$ cat src/verilog/dsof_pkg.sv
// Package of constants and types for the drive status output flag block.
package dsof_pkg;

    // ----------------------------------------
    // Register map (byte addresses)
    // ----------------------------------------
    localparam logic [7:0] DSOF_OFF_OVL_THR = 8'h00;
    localparam logic [7:0] DSOF_OFF_OVL2_THR = 8'h04;
    localparam logic [7:0] DSOF_OFF_DEV_THR = 8'h08;
    localparam logic [7:0] DSOF_OFF_FSEL = 8'h0c;
    localparam logic [7:0] DSOF_OFF_CTRL = 8'h10;
    localparam logic [7:0] DSOF_OFF_STATUS = 8'h14;

    // ----------------------------------------
    // Field positions
    // ----------------------------------------
    localparam int DSOF_FSEL_OUT11_LSB = 0;
    localparam int DSOF_FSEL_OUT12_LSB = 8;
    localparam int DSOF_FSEL_ALM_LSB = 16;
    localparam int DSOF_CTRL_POL_BIT = 0;
    localparam int DSOF_CTRL_CLR_BIT = 1;

    // ----------------------------------------
    // Reset values; thresholds are in 0.1 % of rated quantity
    // ----------------------------------------
    localparam logic [15:0] DSOF_OVL_THR_RST = 16'h03e8;
    localparam logic [15:0] DSOF_OVL2_THR_RST = 16'h03e8;
    localparam logic [15:0] DSOF_DEV_THR_RST = 16'h001e;
    localparam logic [7:0] DSOF_OUT11_RST = 8'h03;
    localparam logic [7:0] DSOF_OUT12_RST = 8'h04;
    localparam logic [7:0] DSOF_ALM_RST = 8'h05;

    // ----------------------------------------
    // Output function selection codes
    // ----------------------------------------
    localparam logic [7:0] DSOF_FN_OVL = 8'h03;
    localparam logic [7:0] DSOF_FN_DEV = 8'h04;
    localparam logic [7:0] DSOF_FN_ALM = 8'h05;
    localparam logic [7:0] DSOF_FN_OVL2 = 8'h1a;

    // ----------------------------------------
    // AXI4-Lite response codes
    // ----------------------------------------
    localparam logic [1:0] DSOF_RESP_OKAY = 2'h0;
    localparam logic [1:0] DSOF_RESP_SLVERR = 2'h2;

    typedef enum logic [1:0] {
        DSOF_W_IDLE = 2'b01,
        DSOF_W_RESP = 2'b10
    } dsof_wstate_t;

endpackage : dsof_pkg

$ cat src/verilog/dsof_top.sv
// Drive status output flags: overload, loop deviation and fault alarm with relay routing.
//
// Overview of operation
// - First overload flag on when current above threshold, off when below.
// - Second overload flag works alike against its own threshold.
// - Overload detection runs while driving and while regenerating.
// - Relay contact closes while its overload flag is on, normally open.
// - First overload threshold resets to 100 percent, software may rewrite.
// - Function code 03 routes the first overload flag to a terminal.
// - Loop error is absolute difference of setpoint and process variable.
// - Deviation flag on above threshold, off below; function code 04.
// - Deviation threshold resets to 3 percent, software may rewrite.
// - Fault alarm flag holds during trip and releases when fault cleared.
// - Code 05 drives output on from alarm until cleared.
// - Fault alarm may go to either relay; alarm relay carries it by default.
// - Polarity setting inverts alarm relay contact sense.
`timescale 1ns/1ps
`default_nettype none

module dsof_top (
    input wire logic mclk,
    input wire logic nrst,
    // Measured quantities in 0.1 % units, sampled from the control clock domain.
    input wire logic [15:0] out_current,
    input wire logic [15:0] pid_setpoint,
    input wire logic [15:0] pid_feedback,
    input wire logic trip_mode,
    input wire logic fault_clear,
    // AXI4-Lite slave.
    input wire logic [7:0] s_axi_awaddr,
    input wire logic s_axi_awvalid,
    output logic s_axi_awready,
    input wire logic [31:0] s_axi_wdata,
    input wire logic [3:0] s_axi_wstrb,
    input wire logic s_axi_wvalid,
    output logic s_axi_wready,
    output logic [1:0] s_axi_bresp,
    output logic s_axi_bvalid,
    input wire logic s_axi_bready,
    input wire logic [7:0] s_axi_araddr,
    input wire logic s_axi_arvalid,
    output logic s_axi_arready,
    output logic [31:0] s_axi_rdata,
    output logic [1:0] s_axi_rresp,
    output logic s_axi_rvalid,
    input wire logic s_axi_rready,
    // Relay drives.
    output logic relay11_close,
    output logic relay12_close,
    output logic alarm_relay_contact_a,
    output logic alarm_relay_contact_b
);
    import dsof_pkg::*;

    // ----------------------------------------
    // Helper functions
    // ----------------------------------------

    // Hysteresis-free compare that holds the old value at exact equality.
    function automatic logic dsof_cmp(input logic [15:0] val, input logic [15:0] thr,
                                      input logic prev);
        dsof_cmp = (val > thr) ? 1'b1 : ((val < thr) ? 1'b0 : prev);
    endfunction : dsof_cmp

    // Byte-lane merge of a write into a register word.
    function automatic logic [31:0] dsof_merge(input logic [31:0] old, input logic [31:0] wd,
                                               input logic [3:0] st);
        for (int i = 0; i < 4; i++) begin
            dsof_merge[i*8 +: 8] = st[i] ? wd[i*8 +: 8] : old[i*8 +: 8];
        end
    endfunction : dsof_merge

    // Selects a flag according to a terminal function code.
    function automatic logic dsof_route(input logic [7:0] code, input logic [3:0] flags);
        dsof_route = (code == DSOF_FN_OVL) ? flags[0] :
                     (code == DSOF_FN_OVL2) ? flags[1] :
                     (code == DSOF_FN_DEV) ? flags[2] :
                     (code == DSOF_FN_ALM) ? flags[3] : 1'b0;
    endfunction : dsof_route

    // ----------------------------------------
    // Registers
    // ----------------------------------------
    logic [15:0] overload_threshold_r;
    logic [15:0] second_overload_threshold_r;
    logic [15:0] deviation_threshold_r;
    logic [23:0] fsel_r;
    logic alarm_relay_polarity_r;
    logic sw_clear_r;
    logic overload_notice_flag_r;
    logic second_overload_notice_flag_r;
    logic loop_deviation_flag_r;
    logic fault_alarm_flag_r;
    logic [2:0] trip_sync_r;
    logic [2:0] clr_sync_r;
    logic trip_q_r;
    logic clr_q_r;
    dsof_wstate_t wstate_r;
    logic aw_got_r;
    logic w_got_r;
    logic [7:0] awaddr_r;
    logic [31:0] wdata_r;
    logic [3:0] wstrb_r;

    // ----------------------------------------
    // Pin input synchronisers
    // ----------------------------------------

    // Three-stage synchronisers; a level counts once stages two and three agree.
    always_ff @(posedge mclk) begin
        if (!nrst) begin
            trip_sync_r <= 3'h0;
            clr_sync_r <= 3'h0;
            trip_q_r <= 1'b0;
            clr_q_r <= 1'b0;
        end else begin
            trip_sync_r <= {trip_sync_r[1:0], trip_mode};
            clr_sync_r <= {clr_sync_r[1:0], fault_clear};
            if (trip_sync_r[1] == trip_sync_r[2]) begin
                trip_q_r <= trip_sync_r[2];
            end
            if (clr_sync_r[1] == clr_sync_r[2]) begin
                clr_q_r <= clr_sync_r[2];
            end
        end
    end

    // ----------------------------------------
    // Flag evaluation
    // ----------------------------------------
    wire logic [15:0] err_mag;
    wire logic ovl_nxt;
    wire logic ovl2_nxt;
    wire logic dev_nxt;
    wire logic alarm_nxt;
    wire logic any_clear;

    assign err_mag = (pid_setpoint >= pid_feedback) ? (pid_setpoint - pid_feedback)
                                                    : (pid_feedback - pid_setpoint);
    // first overload compare, independent of motoring direction.
    assign ovl_nxt = dsof_cmp(out_current, overload_threshold_r, overload_notice_flag_r);
    assign ovl2_nxt = dsof_cmp(out_current, second_overload_threshold_r,
                               second_overload_notice_flag_r);
    assign dev_nxt = dsof_cmp(err_mag, deviation_threshold_r, loop_deviation_flag_r);
    assign any_clear = clr_q_r | sw_clear_r;
    // alarm latches on trip; a new trip wins over a clear.
    assign alarm_nxt = trip_q_r ? 1'b1 : (any_clear ? 1'b0 : fault_alarm_flag_r);

    // Flag registers.
    always_ff @(posedge mclk) begin
        if (!nrst) begin
            overload_notice_flag_r <= 1'b0;
            second_overload_notice_flag_r <= 1'b0;
            loop_deviation_flag_r <= 1'b0;
            fault_alarm_flag_r <= 1'b0;
        end else begin
            overload_notice_flag_r <= ovl_nxt;
            second_overload_notice_flag_r <= ovl2_nxt;
            loop_deviation_flag_r <= dev_nxt;
            fault_alarm_flag_r <= alarm_nxt;
        end
    end

    // ----------------------------------------
    // Output routing
    // ----------------------------------------
    wire logic [3:0] flag_vec;
    wire logic out11_nxt;
    wire logic out12_nxt;
    wire logic alm_nxt;

    // Flag vector feeds both the relay routing and the status register.
    assign flag_vec = {fault_alarm_flag_r, loop_deviation_flag_r,
                       second_overload_notice_flag_r, overload_notice_flag_r};
    // function codes pick the flag for each relay.
    assign out11_nxt = dsof_route(fsel_r[DSOF_FSEL_OUT11_LSB +: 8], flag_vec);
    assign out12_nxt = dsof_route(fsel_r[DSOF_FSEL_OUT12_LSB +: 8], flag_vec);
    assign alm_nxt = dsof_route(fsel_r[DSOF_FSEL_ALM_LSB +: 8], flag_vec);

    // relay drives, normally open, alarm relay invertible.
    always_ff @(posedge mclk) begin
        if (!nrst) begin
            relay11_close <= 1'b0;
            relay12_close <= 1'b0;
            alarm_relay_contact_a <= 1'b0;
            alarm_relay_contact_b <= 1'b1;
        end else begin
            relay11_close <= out11_nxt;
            relay12_close <= out12_nxt;
            alarm_relay_contact_a <= alm_nxt ^ alarm_relay_polarity_r;
            alarm_relay_contact_b <= ~(alm_nxt ^ alarm_relay_polarity_r);
        end
    end

    // ----------------------------------------
    // AXI4-Lite write channel
    // ----------------------------------------
    wire logic aw_take;
    wire logic w_take;
    wire logic wr_go;
    wire logic [7:0] wr_addr;
    wire logic [31:0] wr_data;
    wire logic [3:0] wr_strb;
    wire logic wr_hit;

    // Handshake decode; a half held from an earlier edge wins over the live bus.
    assign aw_take = s_axi_awvalid & s_axi_awready;
    assign w_take = s_axi_wvalid & s_axi_wready;
    assign wr_addr = aw_got_r ? awaddr_r : s_axi_awaddr;
    assign wr_data = w_got_r ? wdata_r : s_axi_wdata;
    assign wr_strb = w_got_r ? wstrb_r : s_axi_wstrb;
    assign wr_go = (wstate_r == DSOF_W_IDLE) & (aw_got_r | aw_take) & (w_got_r | w_take);
    assign wr_hit = (wr_addr == DSOF_OFF_OVL_THR) | (wr_addr == DSOF_OFF_OVL2_THR) |
                    (wr_addr == DSOF_OFF_DEV_THR) | (wr_addr == DSOF_OFF_FSEL) |
                    (wr_addr == DSOF_OFF_CTRL);

    // Address and data may arrive in either order; the response follows both.
    always_ff @(posedge mclk) begin
        if (!nrst) begin
            wstate_r <= DSOF_W_IDLE;
            aw_got_r <= 1'b0;
            w_got_r <= 1'b0;
            awaddr_r <= 8'h00;
            wdata_r <= 32'h0000_0000;
            wstrb_r <= 4'h0;
            s_axi_awready <= 1'b0;
            s_axi_wready <= 1'b0;
            s_axi_bvalid <= 1'b0;
            s_axi_bresp <= DSOF_RESP_OKAY;
        end else begin
            unique case (wstate_r)
                DSOF_W_IDLE: begin
                    if (aw_take) begin
                        aw_got_r <= 1'b1;
                        awaddr_r <= s_axi_awaddr;
                    end
                    if (w_take) begin
                        w_got_r <= 1'b1;
                        wdata_r <= s_axi_wdata;
                        wstrb_r <= s_axi_wstrb;
                    end
                    s_axi_awready <= ~(aw_got_r | aw_take) & ~wr_go;
                    s_axi_wready <= ~(w_got_r | w_take) & ~wr_go;
                    if (wr_go) begin
                        wstate_r <= DSOF_W_RESP;
                        s_axi_bvalid <= 1'b1;
                        s_axi_bresp <= wr_hit ? DSOF_RESP_OKAY : DSOF_RESP_SLVERR;
                    end
                end
                DSOF_W_RESP: begin
                    aw_got_r <= 1'b0;
                    w_got_r <= 1'b0;
                    if (s_axi_bready) begin
                        s_axi_bvalid <= 1'b0;
                        s_axi_awready <= 1'b1;
                        s_axi_wready <= 1'b1;
                        wstate_r <= DSOF_W_IDLE;
                    end
                end
            endcase
        end
    end

    // thresholds reset to defaults and take software writes.
    always_ff @(posedge mclk) begin
        if (!nrst) begin
            overload_threshold_r <= DSOF_OVL_THR_RST;
            second_overload_threshold_r <= DSOF_OVL2_THR_RST;
            deviation_threshold_r <= DSOF_DEV_THR_RST;
            fsel_r <= {DSOF_ALM_RST, DSOF_OUT12_RST, DSOF_OUT11_RST};
            alarm_relay_polarity_r <= 1'b0;
            sw_clear_r <= 1'b0;
        end else begin
            sw_clear_r <= 1'b0;
            if (wr_go && wr_addr == DSOF_OFF_OVL_THR) begin
                overload_threshold_r <= 16'(dsof_merge({16'h0, overload_threshold_r},
                                                       wr_data, wr_strb));
            end
            if (wr_go && wr_addr == DSOF_OFF_OVL2_THR) begin
                second_overload_threshold_r <= 16'(dsof_merge(
                    {16'h0, second_overload_threshold_r}, wr_data, wr_strb));
            end
            if (wr_go && wr_addr == DSOF_OFF_DEV_THR) begin
                deviation_threshold_r <= 16'(dsof_merge({16'h0, deviation_threshold_r},
                                                        wr_data, wr_strb));
            end
            if (wr_go && wr_addr == DSOF_OFF_FSEL) begin
                fsel_r <= 24'(dsof_merge({8'h0, fsel_r}, wr_data, wr_strb));
            end
            if (wr_go && wr_addr == DSOF_OFF_CTRL && wr_strb[0]) begin
                alarm_relay_polarity_r <= wr_data[DSOF_CTRL_POL_BIT];
                sw_clear_r <= wr_data[DSOF_CTRL_CLR_BIT];
            end
        end
    end

    // ----------------------------------------
    // AXI4-Lite read channel
    // ----------------------------------------
    wire logic [31:0] rd_word;
    wire logic rd_hit;

    assign rd_hit = (s_axi_araddr == DSOF_OFF_OVL_THR) | (s_axi_araddr == DSOF_OFF_OVL2_THR) |
                    (s_axi_araddr == DSOF_OFF_DEV_THR) | (s_axi_araddr == DSOF_OFF_FSEL) |
                    (s_axi_araddr == DSOF_OFF_CTRL) | (s_axi_araddr == DSOF_OFF_STATUS);
    assign rd_word =
        (s_axi_araddr == DSOF_OFF_OVL_THR) ? {16'h0, overload_threshold_r} :
        (s_axi_araddr == DSOF_OFF_OVL2_THR) ? {16'h0, second_overload_threshold_r} :
        (s_axi_araddr == DSOF_OFF_DEV_THR) ? {16'h0, deviation_threshold_r} :
        (s_axi_araddr == DSOF_OFF_FSEL) ? {8'h0, fsel_r} :
        (s_axi_araddr == DSOF_OFF_CTRL) ? {31'h0, alarm_relay_polarity_r} :
        (s_axi_araddr == DSOF_OFF_STATUS) ? {28'h0, flag_vec} : 32'h0000_0000;

    // One read at a time; arready drops while the answer stands.
    always_ff @(posedge mclk) begin
        if (!nrst) begin
            s_axi_arready <= 1'b0;
            s_axi_rvalid <= 1'b0;
            s_axi_rdata <= 32'h0000_0000;
            s_axi_rresp <= DSOF_RESP_OKAY;
        end else if (s_axi_rvalid) begin
            if (s_axi_rready) begin
                s_axi_rvalid <= 1'b0;
                s_axi_arready <= 1'b1;
            end
        end else if (s_axi_arvalid && s_axi_arready) begin
            s_axi_arready <= 1'b0;
            s_axi_rvalid <= 1'b1;
            s_axi_rdata <= rd_word;
            s_axi_rresp <= rd_hit ? DSOF_RESP_OKAY : DSOF_RESP_SLVERR;
        end else begin
            s_axi_arready <= 1'b1;
        end
    end

endmodule : dsof_top

`default_nettype wire

$ cat config.mk
export PLATFORM = sky130hd
export DESIGN_NAME = dsof_top
export DESIGN_NICKNAME = d
export VERILOG_FILES = /design/src/verilog/dsof_pkg.sv /design/src/verilog/dsof_top.sv
export SDC_FILE = /design/constraint.sdc
export NUM_CORES = 1
export LEC_CHECK = 0
export BUFFER_PORTS_ARGS = -buffer_cell sky130_fd_sc_hd__clkbuf_2
export CORE_MARGIN = 2
export CORE_UTILIZATION = 60
export DETAILED_ROUTE_END_ITERATION = 7
export PLACE_DENSITY_LB_ADDON = 0.15
export SETUP_SLACK_MARGIN = 0.15
export SLEW_MARGIN = 0
export SYNTH_ARGS = -nofsm -noshare
export SYNTH_HDL_FRONTEND = slang
export SYNTH_SLANG_ARGS = --single-unit
export TNS_END_PERCENT = 100
$ cat constraint.sdc
create_clock -name mclk -period 9 [get_ports mclk]
set_input_delay 1.8 -clock mclk [delete_from_list [all_inputs] [get_ports mclk]]
set_output_delay 1.8 -clock mclk [all_outputs]
set_load 0.01 [all_outputs]
# --- After elaboration in Yosys (flattened, before gate mapping) ---
# Index checks and enable logic that the tools add are counted.
word_totals:
  ram_bits: 0
  latch_bits: 0
  memories: 0
  word_cells: 179
  input_bits: 109
  output_inout_bits: 45
  romBits: 0
  reg_bits: 170
classes:
  muxes: 51
  multipliers: 0
  addsub: 2
  div: 0
  eq_ne: 30
  shift: 0
  magnitude_cmp: 7
  bitwise: 24
  n_reduce_logical: 28
ops:
  columns: ["operator", "count"]
  rows:
  - ["2-to-1 mux 24 bit", 5]
  - ["equality test 8 x 3 -> 1 bit (second input constant)", 8]
  - ["equality test 8 x 5 -> 1 bit (second input constant)", 6]
  - ["> comparator 16 bit", 3]
  - ["< comparator 16 bit", 3]
  - ["equality test 8 x 4 -> 1 bit (second input constant)", 4]
  - ["subtractor 16 bit", 2]
  - ["2-to-1 mux 1 bit", 31]
  - ["AND reduction 2 bit", 15]
  - ["equality test 8 x 2 -> 1 bit (second input constant)", 3]
  - ["greater-or-equal comparator 16 bit", 1]
  - ["logical NOT 8 bit", 2]
  - ["2-to-1 mux 16 bit", 1]
  - ["OR 1 bit", 12]
  - ["one-hot mux 1 bit (2 select lines)", 5]
  - ["2-to-1 mux 2 bit", 4]
  - ["2-to-1 mux 4 bit", 2]
  - ["2-to-1 mux 8 bit", 1]
  - ["!= test 2 bit (second input constant)", 4]
  - ["nonzero test 2 bit", 4]
  - ["logical AND 1 bit", 7]
  - ["AND 1 bit", 6]
  - ["inverter 1 bit", 5]
  - ["one-hot mux 2 bit (2 select lines)", 1]
  - ["other kinds (6)", 7]

# --- Depth between registers and ports, before layout ---
logic_depth:
  ltp_word: 7
  ltp_mapped: 20
  ltp_nobuf: 19

# --- Least setup slack after synthesis ---
# OpenSTA, ideal clock, no wires.
synth_timing:
  kind: "input to register"
  startpoint: "in pid_setpoint[0]"
  endpoint: "reg loop_deviation_flag_r"
  n_path_buf: 1
  setup_time_ps: 124
  slack_ps: 3907
  arrival_time_ps: 4969
  path_stages: 20
  required_ps: 8876
  path_cell_list: "inv_1 > ha_1 > inv_1 > fa_1 > a21o_1 > nand4_1 > a211oi_2 > o32ai_4 > buf_4 > nand2_1 > o21ai_1 > xnor2_1 > ha_1 > and3_1 > a221o_1 > a21o_1 > a21oi_1 > nor2b_1 > o21ai_0 > a31oi_1"
synth_between:
  elab_chain_len: 4
  elab_cells_between_ends: 8
  cone_classes: "2 x add/sub; 3 x order compare; 2 x mux; 1 x reduce/logical"
synth_rtl:
  columns: ["item", "line_no", "source"]
  rows:
  - ["start, declared", "dsof_top.sv:25", "input wire logic [15:0] pid_setpoint,"]
  - ["subtractor 16 bit (tied with other cells)", "dsof_top.sv:139", ": (pid_feedback - pid_setpoint);"]
  - ["2-to-1 mux 16 bit *", "dsof_top.sv:138", "assign err_mag = (pid_setpoint >= pid_feedback) ? (pid_setpoint - pid_feedback)"]
  - ["> comparator 16 bit / < comparator 16 bit (equally long branches)", "dsof_top.sv:62", "dsof_cmp = (val > thr) ? 1'b1 : ((val < thr) ? 1'b0 : prev);"]
  - ["2-to-1 mux 1 bit / nonzero test 2 bit (equally long branches)", null, null]
  - ["end signal, assigned", "dsof_top.sv:159", "loop_deviation_flag_r <= dev_nxt;"]
  - ["end, declared", "dsof_top.sv:92", "logic loop_deviation_flag_r;"]
# Mark *: on every way between the ends. The rest lies on a longest branch, timed or not.
# A chain may end at the register's enable or synchronous reset.

# --- Worst setup path in the final report ---
# Same ends and word-level chain as after synthesis.

==> results.py <==
metrics = {
    "outcome": {
        "status": "complete, no violations",
    },
    "clock_network": {
        "cts_root_buf": "clkbuf_16",
        "tritoncts": "done",
        "cts_setup_buffers": 0,
        "clock_latency_ns": 0.43,
        "path_clk_slew_ns": 0.06,
        "cts_inserted_buffers": 17,
        "postCtsHoldBufs": 0,
        "cts_max_path_buffers": 2,
        "cts.sinks": 159,
        "htreeDepth": 4,
        "cts_repair_resize_count": 0,
    },
    "pwr": {
        "vdd_drop_max_mv": 0.1449,
        "p_total_uw": 1887,
        "intPower_uw": 1331,
        "power_leakage_uw": 0.005130,
        "p_switching_uw": 556.0,
        "p_sw_share_pct": 29.46,
        "power_density_nw_per_um2": 172.5,
        "p_clk_share_pct": 38.9,
        "seqPwrFrac_pct": 39.7,
        "p_comb_share_pct": 21.3,
    },
    "synth": {
        "ys_seq_elements": 159,
        "synth_edf_count": 0,
        "synth-main-ff-cell": "dfxtp_1",
        "synthArstFlopShare_pct": 0,
        "seq_area_frac_synth_pct": 32.87,
        "yosysWarningCount": 0,
        "avgSynthCellArea_sq_um": 8.615,
        "netlist_instances": 1124,
        "yosysUniqueCellTypes": 78,
        "synth_area_sq_um": 9683,
    },
    "min_path": {
        "worstHoldPathType": "reg2reg",
    },
    "detailed_routing": {
        "via_per_inst": 5.752,
        "ant_nets": 0,
        "drtIter0Drc": 534,
        "num_vias": 8329,
        "drc_errors": 0,
        "drt-wirelength-per-cell_um": 16.09,
        "drt-pass1-iter-count": 5,
        "wl_mm": 23.30,
    },
    "placement": {
        "placed_area_sq_um": 10330,
        "dp_hpwl_mm": 17.14,
        "io_buffers": 134,
        "place.gp.congestion": 0.8817,
    },
    "critical_path": {
        "path_max_fanout": 26,
        "cp-end-kind": "flop",
        "startpoint_type": "input pin",
        "critPathRequiredTime_ns": 9.31,
        "critPathKind": "in2reg",
        "arrival_ns": 5.78,
    },
    "final_layout": {
        "post-route-cell-area_sq_um": 10940,
        "area_delta_synth_final_pct": 13.00,
        "antenna_cells": 0,
        "drive_gt1_share_pct": 17.37,
        "n_fill_cell": 1330,
        "fin_nets": 1409,
    },
    "timing": {
        "setup_tns_ns": 0,
        "finalMaxSlewViolations": 0,
        "whs_ns": 0.4350,
        "finClkSkew_ns": 0.009873,
        "worst_pin_slew_ns": 1.160,
        "max_freq_mhz": 182.6,
        "max-slew-margin-rel_pct": 22.40,
        "post-route-period-util_pct": 60.84,
        "finalSetupViolCount": 0,
        "finalCriticalPeriod_ns": 5.475,
        "rsz0062_at_grt": "no",
        "hold_violations": 0,
    },
    "die": {
        "placementRows": 46,
        "dieHeight_um": 131.0,
        "die_x_um": 131.0,
        "floorplan.die_area_sq_um": 17170,
        "start_util_pct": 61.18,
        "core-area_sq_um": 15830,
        "io_pins": 154,
    },
    "global_routing": {
        "grt_pass1_wl_mm": 36.48,
        "grt_overflow_total": 0,
        "antenna_found_initial": 0,
        "track_usage_pct": 27.07,
        "grt_max_degree": 97,
        "grt_pass1_vias": 7428,
    },
    "run": {
        "maxCapViolations": 0,
    },
}
==> per-stage QoR <==
stage	std cells	utilization (%)	worst slack (ns)
global route	1448	69.13	3.299
finish	1448	69.13	3.525
floorplan	1133	-	3.907
global placement	1416	65.28	3.217
detailed placement	1416	65.28	3.151
CTS	1448	69.13	3.568
==> state kept, by name, summed over array words and instances (netlist names), 3 cells and up <==
signal / flops
trip_sync_r: 3
fsel_r: 24
wdata_r: 24
second_overload_threshold_r: 16
s_axi_rdata: 24
awaddr_r: 8
wstrb_r: 3
overload_threshold_r: 16
clr_sync_r: 3
deviation_threshold_r: 16
==> final timing paths <==
check | from | slack [ns] | endpoint | depth (start not counted)
max | pid_setpoint[0] | 3.52 | loop_deviation_flag_r$_SDFFE_PN0P_ | 19
min | clr_sync_r[0]$_SDFF_PN0_ | 0.44 | clr_sync_r[1]$_SDFF_PN0_ | 1
max reg2reg | w_got_r$_SDFFE_PN0P_ | 6.29 | overload_threshold_r[12]$_SDFFE_PN0P_ | 7
min reg2reg | clr_sync_r[0]$_SDFF_PN0_ | 0.44 | clr_sync_r[1]$_SDFF_PN0_ | 1
==> worst max-delay path, stage by stage <==
cell	delay, ns
clkbuf_2	0.09
inv_1	0.05
ha_1	0.16
inv_1	0.06
fa_1	0.38
a21o_1	0.19
nand4_1	0.14
a211oi_2	0.12
o32ai_4	0.89
o21ai_1	0.23
xnor2_1	0.22
ha_1	0.27
and3_1	0.19
a221o_1	0.35
a21o_1	0.17
a21oi_1	0.15
nor2b_1	0.06
o21ai_0	0.15
a31oi_1	0.10
==> synth_stat cells, drive strengths merged, types with 14 or more instances <==
master  count  share of area, %
a21oi      60               3.2
clkbuf     36               1.4
a21o       16               1.2
o211a      42               4.3
mux2i      30               3.1
nand3      22               1.2
a21boi     58               4.5
o211ai     24               1.9
inv        95               3.7
nand2     186               7.2
and2       14              0.90
nor2b      27               1.7
nor2       27               1.2
o21ai      41               2.1
ha         79                10
buf        34               2.2
dfxtp     159                33
==> metal layers <==
| metal | part of all wire [%] | up-vias | GRT usage (%) | wire length (um) |
|---|---|---|---|---|
| li1 | - | 4144 | - | - |
| met1 | 47 | 3887 | 37.89 | 10950 |
| met2 | 45 | 276 | 43.55 | 10550 |
| met3 | 6.4 | 22 | 4.682 | 1502 |
| met4 | 1.3 | 0 | 6.821 | 297 |
| met5 | 0 | - | 0 | 0 |
==> layout make-up <==
cell class	count	area, sq um	share of cell area (%)
Clock buffer	21	480.5	4.391
Clock inverter	11	128.9	1.178
Inverter	95	356.6	3.259
Multi-Input combinational cell	809	5827	53.25
Sequential cell	159	3183	29.09
Tap cell	216	270.3	2.470
Timing Repair Buffer	137	695.7	6.358
==> logic make-up after synthesis <==
| family | Yosys count | share of synthesized area [%] |
|---|---|---|
| and+or+nand+nor | 340 | 17.08 |
| AOI/OAI and AO/OA | 311 | 23.67 |
| buffers and inverters | 165 | 7.301 |
| DFF | 159 | 32.87 |
| adders and majority gates | 81 | 10.62 |
| muxes | 52 | 7.055 |
| xor gates and xnor gates | 15 | 1.357 |
| other | 1 | 0.03873 |
==> power groups by stage <==
stage	logic (uW)	registers [uW]	clock network (uW)
finish	402	750	735
global route	443	752	770
CTS	400	750	740
detailed placement	394	765	0
global placement	388	764	0
floorplan	294	760	0
==> placed cells by master (no fill, tap or decap), drive strengths merged, types with 14 or more instances in the layout <==
master  netlist  layout
and2         14      14
nand2       186     186
mux2i        30      30
o21ai        41      41
inv          95      97
a21boi       58      58
clkbuf       36     154
nor2b        27      27
nand3        22      22
a21oi        60      60
dfxtp       159     159
a21o         16      16
ha           79      79
nor2         27      27
o211ai       24      24
o211a        42      42
Note: power is estimated with default switching activity, not from simulation.
